$ cat src/ipvc_regs.vh
`ifndef IPVC_REGS_VH
`define IPVC_REGS_VH
// ----------------------------------------
// Register offsets (printed byte addresses)
// ----------------------------------------
`define IPVC_OFS_PRIO_B 32'hFFFFFE60
`define IPVC_OFS_VEC_SER_RX 32'hFFFFFE62
`define IPVC_OFS_VEC_SER_TX 32'hFFFFFE64
`define IPVC_OFS_VEC_TMR_CC 32'hFFFFFE66
`define IPVC_OFS_VEC_TMR_OVF 32'hFFFFFE68
`define IPVC_OFS_INT_CTRL 32'hFFFFFEE0
`define IPVC_OFS_PRIO_A 32'hFFFFFEE2
`define IPVC_OFS_VEC_WDT_BSC 32'hFFFFFEE4
`define IPVC_OFS_VEC_DIV 32'hFFFFFF0C
`define IPVC_OFS_VEC_DMA0 32'hFFFFFFA0
`define IPVC_OFS_VEC_DMA1 32'hFFFFFFA8
// ----------------------------------------
// Field positions
// ----------------------------------------
`define IPVC_HI_PRIO_MSB 15
`define IPVC_MID_PRIO_MSB 11
`define IPVC_LO_PRIO_MSB 7
`define IPVC_HI_VEC_MSB 14
`define IPVC_LO_VEC_MSB 6
`define IPVC_BIT_NMI_LEVEL 15
`define IPVC_BIT_NMI_EDGE 8
`define IPVC_BIT_VEC_MODE 0
// ----------------------------------------
// Write masks and reset values
// ----------------------------------------
`define IPVC_MASK_PRIO_A 16'hFFF0
`define IPVC_MASK_PRIO_B 16'hFF00
`define IPVC_MASK_VEC_PAIR 16'h7F7F
`define IPVC_MASK_VEC_HI 16'h7F00
`define IPVC_MASK_INT_CTRL 16'h0101
`define IPVC_RST_16 16'h0000
`define IPVC_RST_DIV 16'h0000
`define IPVC_RST_DMA 8'h00
`endif
$ cat src/ipvc_interrupt_config.v
// Chosen here: the plain strobed port.
`timescale 1ns/1ps
`include "ipvc_regs.vh"
// Contract
// - Division unit priority comes from bits 15..12 of priority_levels_a.
// - DMA controller priority comes from bits 11..8 of priority_levels_a.
// - Bits 7..4 of priority_levels_a serve watchdog and bus controller.
// - Serial interface priority comes from bits 15..12 of priority_levels_b.
// - Free-running timer priority comes from bits 11..8 of priority_levels_b.
// - Receive-error vector sits in bits 14..8 of vectors_serial_rx.
// - Receive-full vector sits in bits 6..0 of vectors_serial_rx.
// - Transmit-empty vector sits in bits 14..8 of vectors_serial_tx.
// - Transmit-end vector sits in bits 6..0 of vectors_serial_tx.
// - Input-capture vector sits in bits 14..8 of capture/compare register.
// - Output-compare vector sits in bits 6..0 of capture/compare register.
// - Timer overflow vector in bits 14..8; low byte reads zero.
// - Watchdog interval vector sits in bits 14..8 of watchdog/bus register.
// - Bus compare-match vector sits in bits 6..0 of watchdog/bus register.
// - Divider vector is bits 15..0; upper half reads zero.
// - Each DMA channel holds an 8-bit end vector; upper bits zero.
// - Control bit 15 reflects the current NMI pin level, read-only.
// - Control bit 8 picks NMI edge: 0 falling, 1 rising.
// - Vector mode bit: 0 auto vector, 1 external vector.
module ipvc_interrupt_config (
    // Clock and reset
    input wire clk,
    input wire rst_n,
    // Register port
    input wire [31:0] regAddr,
    input wire [31:0] regWdata,
    input wire regWr,
    input wire regRd,
    output reg [31:0] regRdata,
    // NMI pin
    input wire nmiPin,
    // Priority levels per source
    output wire [3:0] dividerPriorityField,
    output wire [3:0] dmaPriorityField,
    output wire [3:0] watchdogPriorityField,
    output wire [3:0] busControlPriority,
    output wire [3:0] serialPriorityField,
    output wire [3:0] timerPriorityField,
    // Serial interface vectors
    output wire [6:0] rxErrorVectorField,
    output wire [6:0] rxFullVectorField,
    output wire [6:0] txEmptyVectorField,
    output wire [6:0] txEndVectorField,
    // Free-running timer vectors
    output wire [6:0] captureVectorField,
    output wire [6:0] compareVectorField,
    output wire [6:0] overflowVector,
    // Watchdog and bus controller vectors
    output wire [6:0] intervalVectorField,
    output wire [6:0] busCompareVectorField,
    // Divider and DMA vectors
    output wire [15:0] dividerVector,
    output wire [7:0] dmaEndVector0,
    output wire [7:0] dmaEndVector1,
    // Control outputs
    output wire nmiPinLevel,
    output wire nmiEdgeSelect,
    output wire vectorModeSelect,
    output reg nmiRequest
);
    // ----------------------------------------
    // Storage
    // ----------------------------------------
    reg [15:0] prioA_r;
    reg [15:0] prioB_r;
    reg [15:0] vecSerRx_r;
    reg [15:0] vecSerTx_r;
    reg [15:0] vecTmrCc_r;
    reg [15:0] vecTmrOvf_r;
    reg [15:0] vecWdtBsc_r;
    reg [15:0] vecDiv_r;
    reg [7:0] vecDma0_r;
    reg [7:0] vecDma1_r;
    reg [15:0] intCtrl_r;
    reg [31:0] rdata_nxt;
    wire nmiLevelSync;
    wire nmiEdge;

    // Mask helper: keep only writable bits, reserved bits stay zero
    function [15:0] masked;
        input [15:0] data;
        input [15:0] mask;
        begin
            masked = data & mask;
        end
    endfunction

    // Address compare helper
    function hit;
        input [31:0] addr;
        input [31:0] ofs;
        begin
            hit = (addr == ofs);
        end
    endfunction

    // ----------------------------------------
    // NMI pin path
    // ----------------------------------------
    // Asynchronous pin: three flops, a change counts when the last two agree
    // A glitch shorter than about two cycles is lost, by design
    ipvc_pin_sync uSync (
        .clk(clk),
        .rst_n(rst_n),
        .pinIn(nmiPin),
        .levelOut(nmiLevelSync)
    );

    ipvc_nmi_detect uDetect (
        .clk(clk),
        .rst_n(rst_n),
        .level(nmiLevelSync),
        .riseSel(intCtrl_r[`IPVC_BIT_NMI_EDGE]),
        .nmiPulse(nmiEdge)
    );

    // Registered request pulse, one cycle per detected edge
    always @(posedge clk) begin
        if (!rst_n) begin
            nmiRequest <= 1'b0;
        end else begin
            nmiRequest <= nmiEdge;
        end
    end

    // ----------------------------------------
    // Write decode
    // ----------------------------------------
    // One enable per register; an unmapped address raises none of them
    // Decoded once here so each register process stays a plain load
    // Priority registers
    wire wrPrioA = regWr & hit(regAddr, `IPVC_OFS_PRIO_A);
    wire wrPrioB = regWr & hit(regAddr, `IPVC_OFS_PRIO_B);
    // Serial and timer vectors
    wire wrSerRx = regWr & hit(regAddr, `IPVC_OFS_VEC_SER_RX);
    wire wrSerTx = regWr & hit(regAddr, `IPVC_OFS_VEC_SER_TX);
    wire wrTmrCc = regWr & hit(regAddr, `IPVC_OFS_VEC_TMR_CC);
    wire wrTmrOvf = regWr & hit(regAddr, `IPVC_OFS_VEC_TMR_OVF);
    // Watchdog/bus, divider and DMA vectors
    wire wrWdtBsc = regWr & hit(regAddr, `IPVC_OFS_VEC_WDT_BSC);
    wire wrDiv = regWr & hit(regAddr, `IPVC_OFS_VEC_DIV);
    wire wrDma0 = regWr & hit(regAddr, `IPVC_OFS_VEC_DMA0);
    wire wrDma1 = regWr & hit(regAddr, `IPVC_OFS_VEC_DMA1);
    // Control register
    wire wrIntCtrl = regWr & hit(regAddr, `IPVC_OFS_INT_CTRL);

    // ----------------------------------------
    // Register writes
    // ----------------------------------------
    // Reserved bits are masked away on entry, so reads need no second mask
    // Upper data bits are ignored; every register sits in the low half

    // Priority levels A: three nibbles, low nibble reserved
    // Watchdog and bus controller share the third nibble
    always @(posedge clk) begin
        if (!rst_n) begin
            prioA_r <= `IPVC_RST_16;
        end else if (wrPrioA) begin
            prioA_r <= masked(regWdata[15:0], `IPVC_MASK_PRIO_A);
        end
    end

    // Priority levels B: two nibbles, low byte reserved
    // Low byte is never stored, so it always reads zero
    always @(posedge clk) begin
        if (!rst_n) begin
            prioB_r <= `IPVC_RST_16;
        end else if (wrPrioB) begin
            prioB_r <= masked(regWdata[15:0], `IPVC_MASK_PRIO_B);
        end
    end

    // Serial receive vectors: error high, data-full low
    always @(posedge clk) begin
        if (!rst_n) begin
            vecSerRx_r <= `IPVC_RST_16;
        end else if (wrSerRx) begin
            vecSerRx_r <= masked(regWdata[15:0], `IPVC_MASK_VEC_PAIR);
        end
    end

    // Serial transmit vectors: data-empty high, end low
    always @(posedge clk) begin
        if (!rst_n) begin
            vecSerTx_r <= `IPVC_RST_16;
        end else if (wrSerTx) begin
            vecSerTx_r <= masked(regWdata[15:0], `IPVC_MASK_VEC_PAIR);
        end
    end

    // Timer capture and compare vectors
    always @(posedge clk) begin
        if (!rst_n) begin
            vecTmrCc_r <= `IPVC_RST_16;
        end else if (wrTmrCc) begin
            vecTmrCc_r <= masked(regWdata[15:0], `IPVC_MASK_VEC_PAIR);
        end
    end

    // Timer overflow vector, high byte only
    // Low byte is read-only zero, so nothing below bit 8 is kept
    always @(posedge clk) begin
        if (!rst_n) begin
            vecTmrOvf_r <= `IPVC_RST_16;
        end else if (wrTmrOvf) begin
            vecTmrOvf_r <= masked(regWdata[15:0], `IPVC_MASK_VEC_HI);
        end
    end

    // Watchdog interval and bus compare-match vectors
    always @(posedge clk) begin
        if (!rst_n) begin
            vecWdtBsc_r <= `IPVC_RST_16;
        end else if (wrWdtBsc) begin
            vecWdtBsc_r <= masked(regWdata[15:0], `IPVC_MASK_VEC_PAIR);
        end
    end

    // Divider vector: the whole low half is writable
    // Its power-up value is not fixed; zero keeps reads defined
    always @(posedge clk) begin
        if (!rst_n) begin
            vecDiv_r <= `IPVC_RST_DIV;
        end else if (wrDiv) begin
            vecDiv_r <= regWdata[15:0];
        end
    end

    // DMA channel 0 end vector
    // Only eight bits are kept; the rest of the word reads zero
    always @(posedge clk) begin
        if (!rst_n) begin
            vecDma0_r <= `IPVC_RST_DMA;
        end else if (wrDma0) begin
            vecDma0_r <= regWdata[7:0];
        end
    end

    // DMA channel 1 end vector
    // Same layout as channel 0, at its own address
    always @(posedge clk) begin
        if (!rst_n) begin
            vecDma1_r <= `IPVC_RST_DMA;
        end else if (wrDma1) begin
            vecDma1_r <= regWdata[7:0];
        end
    end

    // Control: edge select and vector mode only
    // Pin level in bit 15 is never stored; it is read live
    always @(posedge clk) begin
        if (!rst_n) begin
            intCtrl_r <= `IPVC_RST_16;
        end else if (wrIntCtrl) begin
            intCtrl_r <= masked(regWdata[15:0], `IPVC_MASK_INT_CTRL);
        end
    end

    // ----------------------------------------
    // Read decode
    // ----------------------------------------
    // Read views: each register as software sees it, narrow ones zero-extended
    wire [31:0] viewPrioA = {16'h0000, prioA_r};
    wire [31:0] viewPrioB = {16'h0000, prioB_r};
    wire [31:0] viewSerRx = {16'h0000, vecSerRx_r};
    wire [31:0] viewSerTx = {16'h0000, vecSerTx_r};
    wire [31:0] viewTmrCc = {16'h0000, vecTmrCc_r};
    wire [31:0] viewTmrOvf = {16'h0000, vecTmrOvf_r};
    wire [31:0] viewWdtBsc = {16'h0000, vecWdtBsc_r};
    // Divider and DMA vectors keep their own widths
    wire [31:0] viewDiv = {16'h0000, vecDiv_r};
    wire [31:0] viewDma0 = {24'h000000, vecDma0_r};
    wire [31:0] viewDma1 = {24'h000000, vecDma1_r};
    // Pin level is live, not stored; stored bit 15 is never set
    wire [31:0] viewIntCtrl = {16'h0000, nmiLevelSync, intCtrl_r[14:0]};

    // Unmapped addresses read as zero; one view per mapped address
    // Exact byte match only, so a stray offset cannot alias a register
    always @* begin
        rdata_nxt = 32'h00000000;
        case (regAddr)
            `IPVC_OFS_PRIO_A: rdata_nxt = viewPrioA;
            `IPVC_OFS_PRIO_B: rdata_nxt = viewPrioB;
            `IPVC_OFS_VEC_SER_RX: rdata_nxt = viewSerRx;
            `IPVC_OFS_VEC_SER_TX: rdata_nxt = viewSerTx;
            `IPVC_OFS_VEC_TMR_CC: rdata_nxt = viewTmrCc;
            `IPVC_OFS_VEC_TMR_OVF: rdata_nxt = viewTmrOvf;
            `IPVC_OFS_VEC_WDT_BSC: rdata_nxt = viewWdtBsc;
            `IPVC_OFS_VEC_DIV: rdata_nxt = viewDiv;
            `IPVC_OFS_VEC_DMA0: rdata_nxt = viewDma0;
            `IPVC_OFS_VEC_DMA1: rdata_nxt = viewDma1;
            `IPVC_OFS_INT_CTRL: rdata_nxt = viewIntCtrl;
            default: rdata_nxt = 32'h00000000;
        endcase
    end

    // Read data valid only in the cycle after the strobe
    always @(posedge clk) begin
        if (!rst_n) begin
            regRdata <= 32'h00000000;
        end else if (regRd) begin
            regRdata <= rdata_nxt;
        end else begin
            regRdata <= 32'h00000000;
        end
    end

    // ----------------------------------------
    // Field outputs
    // ----------------------------------------
    // Priority levels straight from the stored nibbles
    assign dividerPriorityField = prioA_r[`IPVC_HI_PRIO_MSB -: 4];
    assign dmaPriorityField = prioA_r[`IPVC_MID_PRIO_MSB -: 4];
    // One shared field drives both sources
    assign watchdogPriorityField = prioA_r[`IPVC_LO_PRIO_MSB -: 4];
    assign busControlPriority = prioA_r[`IPVC_LO_PRIO_MSB -: 4];
    assign serialPriorityField = prioB_r[`IPVC_HI_PRIO_MSB -: 4];
    assign timerPriorityField = prioB_r[`IPVC_MID_PRIO_MSB -: 4];

    // Seven-bit vectors, one field per interrupt cause
    assign rxErrorVectorField = vecSerRx_r[`IPVC_HI_VEC_MSB -: 7];
    assign rxFullVectorField = vecSerRx_r[`IPVC_LO_VEC_MSB -: 7];
    assign txEmptyVectorField = vecSerTx_r[`IPVC_HI_VEC_MSB -: 7];
    assign txEndVectorField = vecSerTx_r[`IPVC_LO_VEC_MSB -: 7];
    assign captureVectorField = vecTmrCc_r[`IPVC_HI_VEC_MSB -: 7];
    assign compareVectorField = vecTmrCc_r[`IPVC_LO_VEC_MSB -: 7];
    assign overflowVector = vecTmrOvf_r[`IPVC_HI_VEC_MSB -: 7];
    assign intervalVectorField = vecWdtBsc_r[`IPVC_HI_VEC_MSB -: 7];
    assign busCompareVectorField = vecWdtBsc_r[`IPVC_LO_VEC_MSB -: 7];

    // Divider and DMA vectors pass whole
    assign dividerVector = vecDiv_r;
    assign dmaEndVector0 = vecDma0_r;
    assign dmaEndVector1 = vecDma1_r;

    // Control outputs; pin level trails the pin by the synchroniser delay
    assign nmiPinLevel = nmiLevelSync;
    assign nmiEdgeSelect = intCtrl_r[`IPVC_BIT_NMI_EDGE];
    assign vectorModeSelect = intCtrl_r[`IPVC_BIT_VEC_MODE];
endmodule // ipvc_interrupt_config

$ cat src/ipvc_nmi_detect.v
`timescale 1ns/1ps
// Edge detector on the synchronised NMI level with selectable polarity
module ipvc_nmi_detect (
    // Clock and reset
    input wire clk,
    input wire rst_n,
    // Level and edge choice
    input wire level,
    input wire riseSel,
    // Request pulse
    output wire nmiPulse
);
    reg prev_r;

    // ----------------------------------------
    // Previous level
    // ----------------------------------------
    // Seeded at the synchroniser's reset level, so reset alone makes no edge
    always @(posedge clk) begin
        if (!rst_n) begin
            prev_r <= 1'b1;
        end else begin
            prev_r <= level;
        end
    end

    // Falling edge when select low, rising when high
    assign nmiPulse = riseSel ? (level & ~prev_r) : (~level & prev_r);
endmodule // ipvc_nmi_detect

$ cat src/ipvc_pin_sync.v
`timescale 1ns/1ps
// Three-stage pin synchroniser; output moves when stages two and three agree
module ipvc_pin_sync (
    // Clock and reset
    input wire clk,
    input wire rst_n,
    // Pin and clean level
    input wire pinIn,
    output reg levelOut
);
    reg s1_r;
    reg s2_r;
    reg s3_r;

    // ----------------------------------------
    // Shift chain
    // ----------------------------------------
    // First stage feeds only the second, to keep metastability contained
    always @(posedge clk) begin
        if (!rst_n) begin
            // Reset to the pin's idle-high level so release makes no false edge
            s1_r <= 1'b1;
            s2_r <= 1'b1;
            s3_r <= 1'b1;
            levelOut <= 1'b1;
        end else begin
            s1_r <= pinIn;
            s2_r <= s1_r;
            s3_r <= s2_r;
            if (s2_r == s3_r) begin
                levelOut <= s3_r;
            end
        end
    end
endmodule // ipvc_pin_sync

$ cat config.mk
export PLATFORM = sky130hd
export DESIGN_NAME = ipvc_interrupt_config
export DESIGN_NICKNAME = d
export VERILOG_FILES = /design/src/ipvc_interrupt_config.v /design/src/ipvc_nmi_detect.v /design/src/ipvc_pin_sync.v
export VERILOG_INCLUDE_DIRS = /design/src
export SDC_FILE = /design/constraint.sdc
export NUM_CORES = 1
export LEC_CHECK = 0
export BUFFER_PORTS_ARGS = -buffer_cell sky130_fd_sc_hd__buf_2
export CORE_MARGIN = 5
export CORE_UTILIZATION = 38
export CTS_BUF_LIST = sky130_fd_sc_hd__clkbuf_4
export DETAILED_ROUTE_END_ITERATION = 10
export MAX_ROUTING_LAYER = met4
export REMOVE_ABC_BUFFERS = 1
export SYNTH_ARGS = -nofsm -noshare
export SYNTH_HDL_FRONTEND = slang
export SYNTH_SLANG_ARGS = --single-unit
$ cat constraint.sdc
create_clock -name clk -period 2.41 [get_ports clk]
set_clock_uncertainty 0.2 [all_clocks]
set_input_delay 0 -clock clk [delete_from_list [all_inputs] [get_ports clk]]
set_output_delay 0 -clock clk [all_outputs]
set_load 0.05 [all_outputs]
==> results of run 1 <==
## final timing paths
path | end | slack [ns] | depth (start not counted)
worst max-delay path | dividerVector[15] | 0.02 | 9
worst min-delay path | dividerVector[5] | 0.05 | 7
worst max register to register | regRdata[9] | 0.88 | 4
worst min register to register | uSync.s2_r | 0.23 | 1
## final cells by class
class / instances / area [um^2]
timing repair buffer: 279 / 1790
clock buffer: 17 / 128
inverter: 1 / 3.75
clock inverter: 15 / 228
multi-input combinational: 465 / 3190
tap: 220 / 275
antenna: 1 / 2.50
sequential: 139 / 2780
fill: 1597 / 8120
## stage by stage
step	area (um^2)	hold slack, ns	worst slack [ns]	power [mW]
2_1_floorplan	5940	-0.127	-2.35	2.46
3_3_place_gp	7460	-0.0126	0.225	2.61
3_5_place_dp	7460	-0.0102	0.244	2.61
4_1_cts	8330	0.00595	0.00936	4.51
5_1_grt	8410	0.0224	-0.0121	4.64
6_report	8410	0.0515	0.0235	4.48
## critical path, stage by stage
cell and delay, ns:
dlygate4sd3_1 0.53, buf_2 0.19, or4_4 0.45, nor4_4 0.27
and4_4 0.29, buf_12 0.16, nand2_1 0.06, dlygate4sd3_1 0.55
a21boi_0 0.15
## cells by family after synthesis
family	count (synthesis)	synth area share (%)
other	1	0.0590
AND/OR/NAND/NOR	267	24.7
buffers and inverters	83	7.46
flip-flops	139	43.8
AO/OA/AOI/OAI	118	14.1
multiplexers	63	9.92
## power by group
group / internal [mW] / switching (mW)
combinational: 0.120 / 0.190
sequential: 2.30 / 0.000923
clock: 1.01 / 0.858
## sequential cells by signal, summed over array words and instances (netlist names)
signal / flops
dividerVector: 16
dmaEndVector0: 8
dmaEndVector1: 8
intCtrl_r: 2
nmiRequest: 1
prioA_r: 12
prioB_r: 8
regRdata: 16
uDetect.prev_r: 1
uSync.levelOut: 1
uSync.s1_r: 1
uSync.s2_r: 1
uSync.s3_r: 1
vecSerRx_r: 14
vecSerTx_r: 14
vecTmrCc_r: 14
vecTmrOvf_r: 7
vecWdtBsc_r: 14
## routing by layer
| metal | vias to the layer above | part of all wire [%] |
|---|---|---|
| li1 | 2836 | - |
| met1 | 2829 | 45 |
| met2 | 236 | 46 |
| met3 | 31 | 6.7 |
| met4 | 0 | 2.2 |
| met5 | - | 0 |
## placed cells by master, fill, tap and decap left out, drive strengths merged, types with 17 or more instances in the layout
cell type / count
clkbuf: 17
mux2i: 63
nand3: 60
nor2b: 62
buf: 228
a22oi: 22
nand2: 87
a21boi: 55
dlygate4sd3: 51
dfxtp: 139
## timing repair
item / 4_1_cts / 5_1_grt
hold endpoints to repair: 125 / 0
resized for setup: 0 / 7
setup endpoints to repair: 0 / 21
buffers inserted: 0 / 5
hold buffers: 51 / 0
==> impl_metrics.yaml, run 1 <==
clocking:
  insertion_delay_ns: 0.55
  cts_sinks: 139
  cts_max_path_buffers: 2
  htreeDepth: 4
  clkTransAtPathRegs_ns: 0.12
  cts_buffers: 17
  cts_tree: "yes"
  clockRootBuffer: "clkbuf_4"
global_routing:
  grt_use_total_pct: 22.2
  busiest_layer: "met2"
  grt_max_degree: 124
  met1_usage_pct: 28.7
  first_global_vias: 5725
  met3_usage_pct: 4.70
  grt_pass1_wl_mm: 33.1
  antenna_found_initial: 1
  gr-usage-met2_pct: 34.7
  grt.overflow.total: 0
sta:
  relSlewSlack_pct: 43.3
  period_share_pct: 99.0
  finalHoldViolCount: 0
  fin_setup_tns_ns: 0
  max_freq_mhz: 419
  slew_violations: 0
  period_needed_ns: 2.39
  tightest_slew_ns: 0.849
  finalSetupViolCount: 0
logic_synthesis:
  synth_top_area_cell: "dfxtp_1"
  syn_area_um2: 6360
  yosysWarnings: 0
  async_reset_ff_share_pct: 0
  ys.flop_type: "dfxtp_1"
  netlist_top_cells_count: "dfxtp_1 (139), nand2_1 (87), mux2i_1 (63), nor2b_1 (62), nand3_1 (56)"
  synth.most_common_cell: "dfxtp_1"
  synth_cell_types: 47
  synth_seq_cells: 139
  syn_avg_cell_area_um2: 9.47
  yosys-top-cells-area: "dfxtp_1 (44%), mux2i_1 (9.9%), nor2b_1 (6.1%), nand2_1 (5.1%), nand3_1 (4.4%)"
  synth_top_area_share_pct: 43.8
  synth_edf_count: 0
  synthCells: 671
  ys_seq_area_share_pct: 43.8
die:
  fp.dieW_um: 139
  core_area_um2: 16500
  io_pins: 224
  start_util_pct: 38.5
  die-area_um2: 19400
  std_cell_rows: 47
  die_y_um: 139
route:
  via_per_inst: 5.22
  drt_iter0_drc: 376
  wl_mm: 21.8
  ant_nets: 0
  drc: 0
  dr.pass1.iters: 5
  wl_per_cell_um: 19.2
  vias: 5932
job:
  cap_violations: 0
final_layout:
  final_cells: 1137
  nets: 972
  syn2layout_area_growth_pct: 32.2
  layout-drive-gt1-share_pct: 30.1
  fin_util_pct: 50.9
placement:
  io_buffers: 191
  post-dp-hpwl_mm: 14.4
  place.gp.congestion: 0.795
  dp.cells: 1047
critical_path:
  worstPathMaxFanout: 16
  cp-startpoint: "regAddr[1]"
  cp.required_ns: 2.68
  cp.arrival_ns: 2.66
  critPathLaunchType: "input pin"
  r2r-start: "vecSerTx_r[9]"
  worstSetupEndpointType: "flop"
  critPathKind: "input pin to flop"
power_and_ir_drop:
  powerDensity_nw_per_um2: 533
  power.leakage_nw: 3.81
  ir_drop_v: 0.000288
min_path:
  worstHoldStart: "regAddr[4]"
  min_path_type: "input pin to flop"
status:
  outcome: "finished clean"
Note: power is estimated with default switching activity, not from simulation.
==> run 2, diff against run 1 <==
Settings changed: CELL_PAD_IN_SITES_DETAIL_PLACEMENT set to 1, CELL_PAD_IN_SITES_GLOBAL_PLACEMENT set to 2, CORE_UTILIZATION 38 to 30, PLACE_DENSITY_LB_ADDON set to 0.1.
==> impl_metrics.yaml, run 2 (synthesis gave the netlist of run 1 again) <==
global_routing:
  grt_use_total_pct: 21.2
  grt_max_degree: 124
  grt_pass1_wl_mm: 38.2
  antenna_found_initial: 1
  first_global_vias: 6385
  grt.overflow.total: 0
route:
  wl_mm: 25.5
  route.met3.wl_mm: 1.46
  wl_met2_mm: 12.1
  dr.pass1.iters: 7
  highest_layer: "met4"
  wl_met1_mm: 11.4
  drc: 0
  drt_iter0_drc: 286
  via_per_inst: 5.13
  wl_per_cell_um: 21.5
  vias: 6081
  ant_nets: 0
critical_path:
  slowest_stage: "dlygate4sd3_1"
  worstPathCellList: "dlygate4sd3_1, buf_2, nand4_4, dlygate4sd3_1, nor4_4, buf_4, nand3_2, buf_4, nand2_1, a21boi_1"
  critPathKind: "input pin to flop"
  cp.arrival_ns: 2.57
  worstPathMaxFanout: 10
  cp.required_ns: 2.64
  crit_buf_inv: 5
  critPathLaunchType: "input pin"
  critPathMaxStageDelay_ns: 0.67
  worstSetupEndpointType: "flop"
  path_delay_family: "buffers and inverters"
final_layout:
  nets: 966
  syn2layout_area_growth_pct: 30.7
  multi_input_area_um2: 3190
  design_area_um2: 8310
  mostFrequentLayoutCells: "buf_2 (191), dfxtp_1 (139), nand2_1 (87), mux2i_1 (63), nor2b_1 (62)"
  layout-drive-gt1-share_pct: 30.5
  final_common_cell: "buf_2"
  fin_util_pct: 39.6
  seqCellArea_um2: 2780
  n_fill_cell: 2512
power_and_ir_drop:
  finalPower_mw: 4.11
  cell_internal_pwr_mw: 3.04
  power.leakage_nw: 3.78
  ir_drop_v: 0.000269
  switching_share_pct: 26.0
  netSwitchingPower_mw: 1.07
  pwr-share-comb_pct: 7.5
  clockPowerShare_pct: 36.6
  seqPwrFrac_pct: 55.9
  powerDensity_nw_per_um2: 495
clocking:
  insertion_delay_ns: 0.54
  cts_buffers: 17
  cts_sinks: 139
  clkTransAtPathRegs_ns: 0.12
  clockRootBuffer: "clkbuf_4"
  cts_tree: "yes"
  htreeDepth: 4
  cts_max_path_buffers: 2
sta:
  finalHoldViolCount: 0
  period_share_pct: 97.1
  grt_setup_unrepaired: "false"
  tightest_slew_ns: 0.923
  fin_setup_tns_ns: 0
  slew_violations: 0
  max_freq_mhz: 427
  relSlewSlack_pct: 38.3
  finalSetupViolCount: 0
  layout_setup_ws_ns: 0.0700
  period_needed_ns: 2.34
placement:
  io_buffers: 191
  place.gp.congestion: 0.824
  post-dp-hpwl_mm: 17.3
  place_ws_ns: 0.219
  placed_area_um2: 7570
die:
  fp.dieW_um: 156
  die_y_um: 156
  die-area_um2: 24200
  core_area_um2: 21000
  start_util_pct: 30.3
  std_cell_rows: 53
  io_pins: 224
job:
  cap_violations: 0
status:
  outcome: "finished clean"
min_path:
  min_path_type: "input pin to flop"
run 2: changes by cell type in the layout (fill, tap and decap cells not counted), moves of 2 or more:
| cell | change |
|---|---|
| dlygate4sd3_1 | -7 |
| bufinv_16 | -4 |
| buf_4 | +2 |
| clkbuf_4 | +2 |
run 2: cell type report:
cell class                      count  area share [%]
Antenna cell                        1          0.0301
Multi-Input combinational cell    465            38.3
Clock inverter                     13            1.52
Clock buffer                       19            1.72
Sequential cell                   139            33.5
Inverter                            1          0.0452
Tap cell                          275            4.14
Timing Repair Buffer              273            20.7
run 2: worst reg2reg max path, delay by kind of cell (launching register included):
family	cells	cell delay (ns)
flip-flops	1	0.40
AND/OR/NAND/NOR	1	0.23
multiplexers	1	0.10
AO/OA/AOI/OAI	2	0.21
buffers and inverters	1	0.59
run 2: metal layers:
layer | GRT usage (%) | vias to the layer above
met3 | 4.49 | 30
met5 | - | -
li1 | - | 2809
met4 | 7.09 | 0
met2 | 34.3 | 207
met1 | 26.3 | 3035
run 2: path summary, 6_finish.rpt:
path | from | to | slack (ns) | cells past startpoint
hold reg to reg | uSync.s1_r | uSync.s2_r | 0.25 | 1
hold / removal | regAddr[15] | regRdata[7] | 0.05 | 6
setup reg to reg | vecTmrCc_r[13] | regRdata[13] | 0.60 | 5
setup / recovery | regAddr[13] | vecWdtBsc_r[13] | 0.07 | 10
run 2: power by group through the flow:
| stage | logic [mW] | registers, mW | clock network, mW |
|---|---|---|---|
| after floorplan | 0.110 | 2.35 | 0 |
| after global placement | 0.257 | 2.35 | 0 |
| after detailed placement | 0.262 | 2.35 | 0 |
| after CTS | 0.308 | 2.30 | 1.56 |
| after global routing | 0.329 | 2.30 | 1.66 |
| final | 0.310 | 2.30 | 1.50 |
run 2: per-stage QoR:
step / hold slack (ns) / instances
global placement: -0.00955 / 1107
global route: 0.0319 / 1186
finish: 0.0531 / 1186
floorplan: -0.127 / 604
CTS: 0.00294 / 1183
detailed placement: -0.0103 / 1107
run 2: what timing repair did:
| action | in CTS | in global routing |
|---|---|---|
| hold endpoints to repair | 127 | 0 |
| buffers inserted | 0 | 1 |
| hold buffers | 44 | 0 |
| setup endpoints to repair | 0 | 19 |
| gates resized for setup | 0 | 2 |
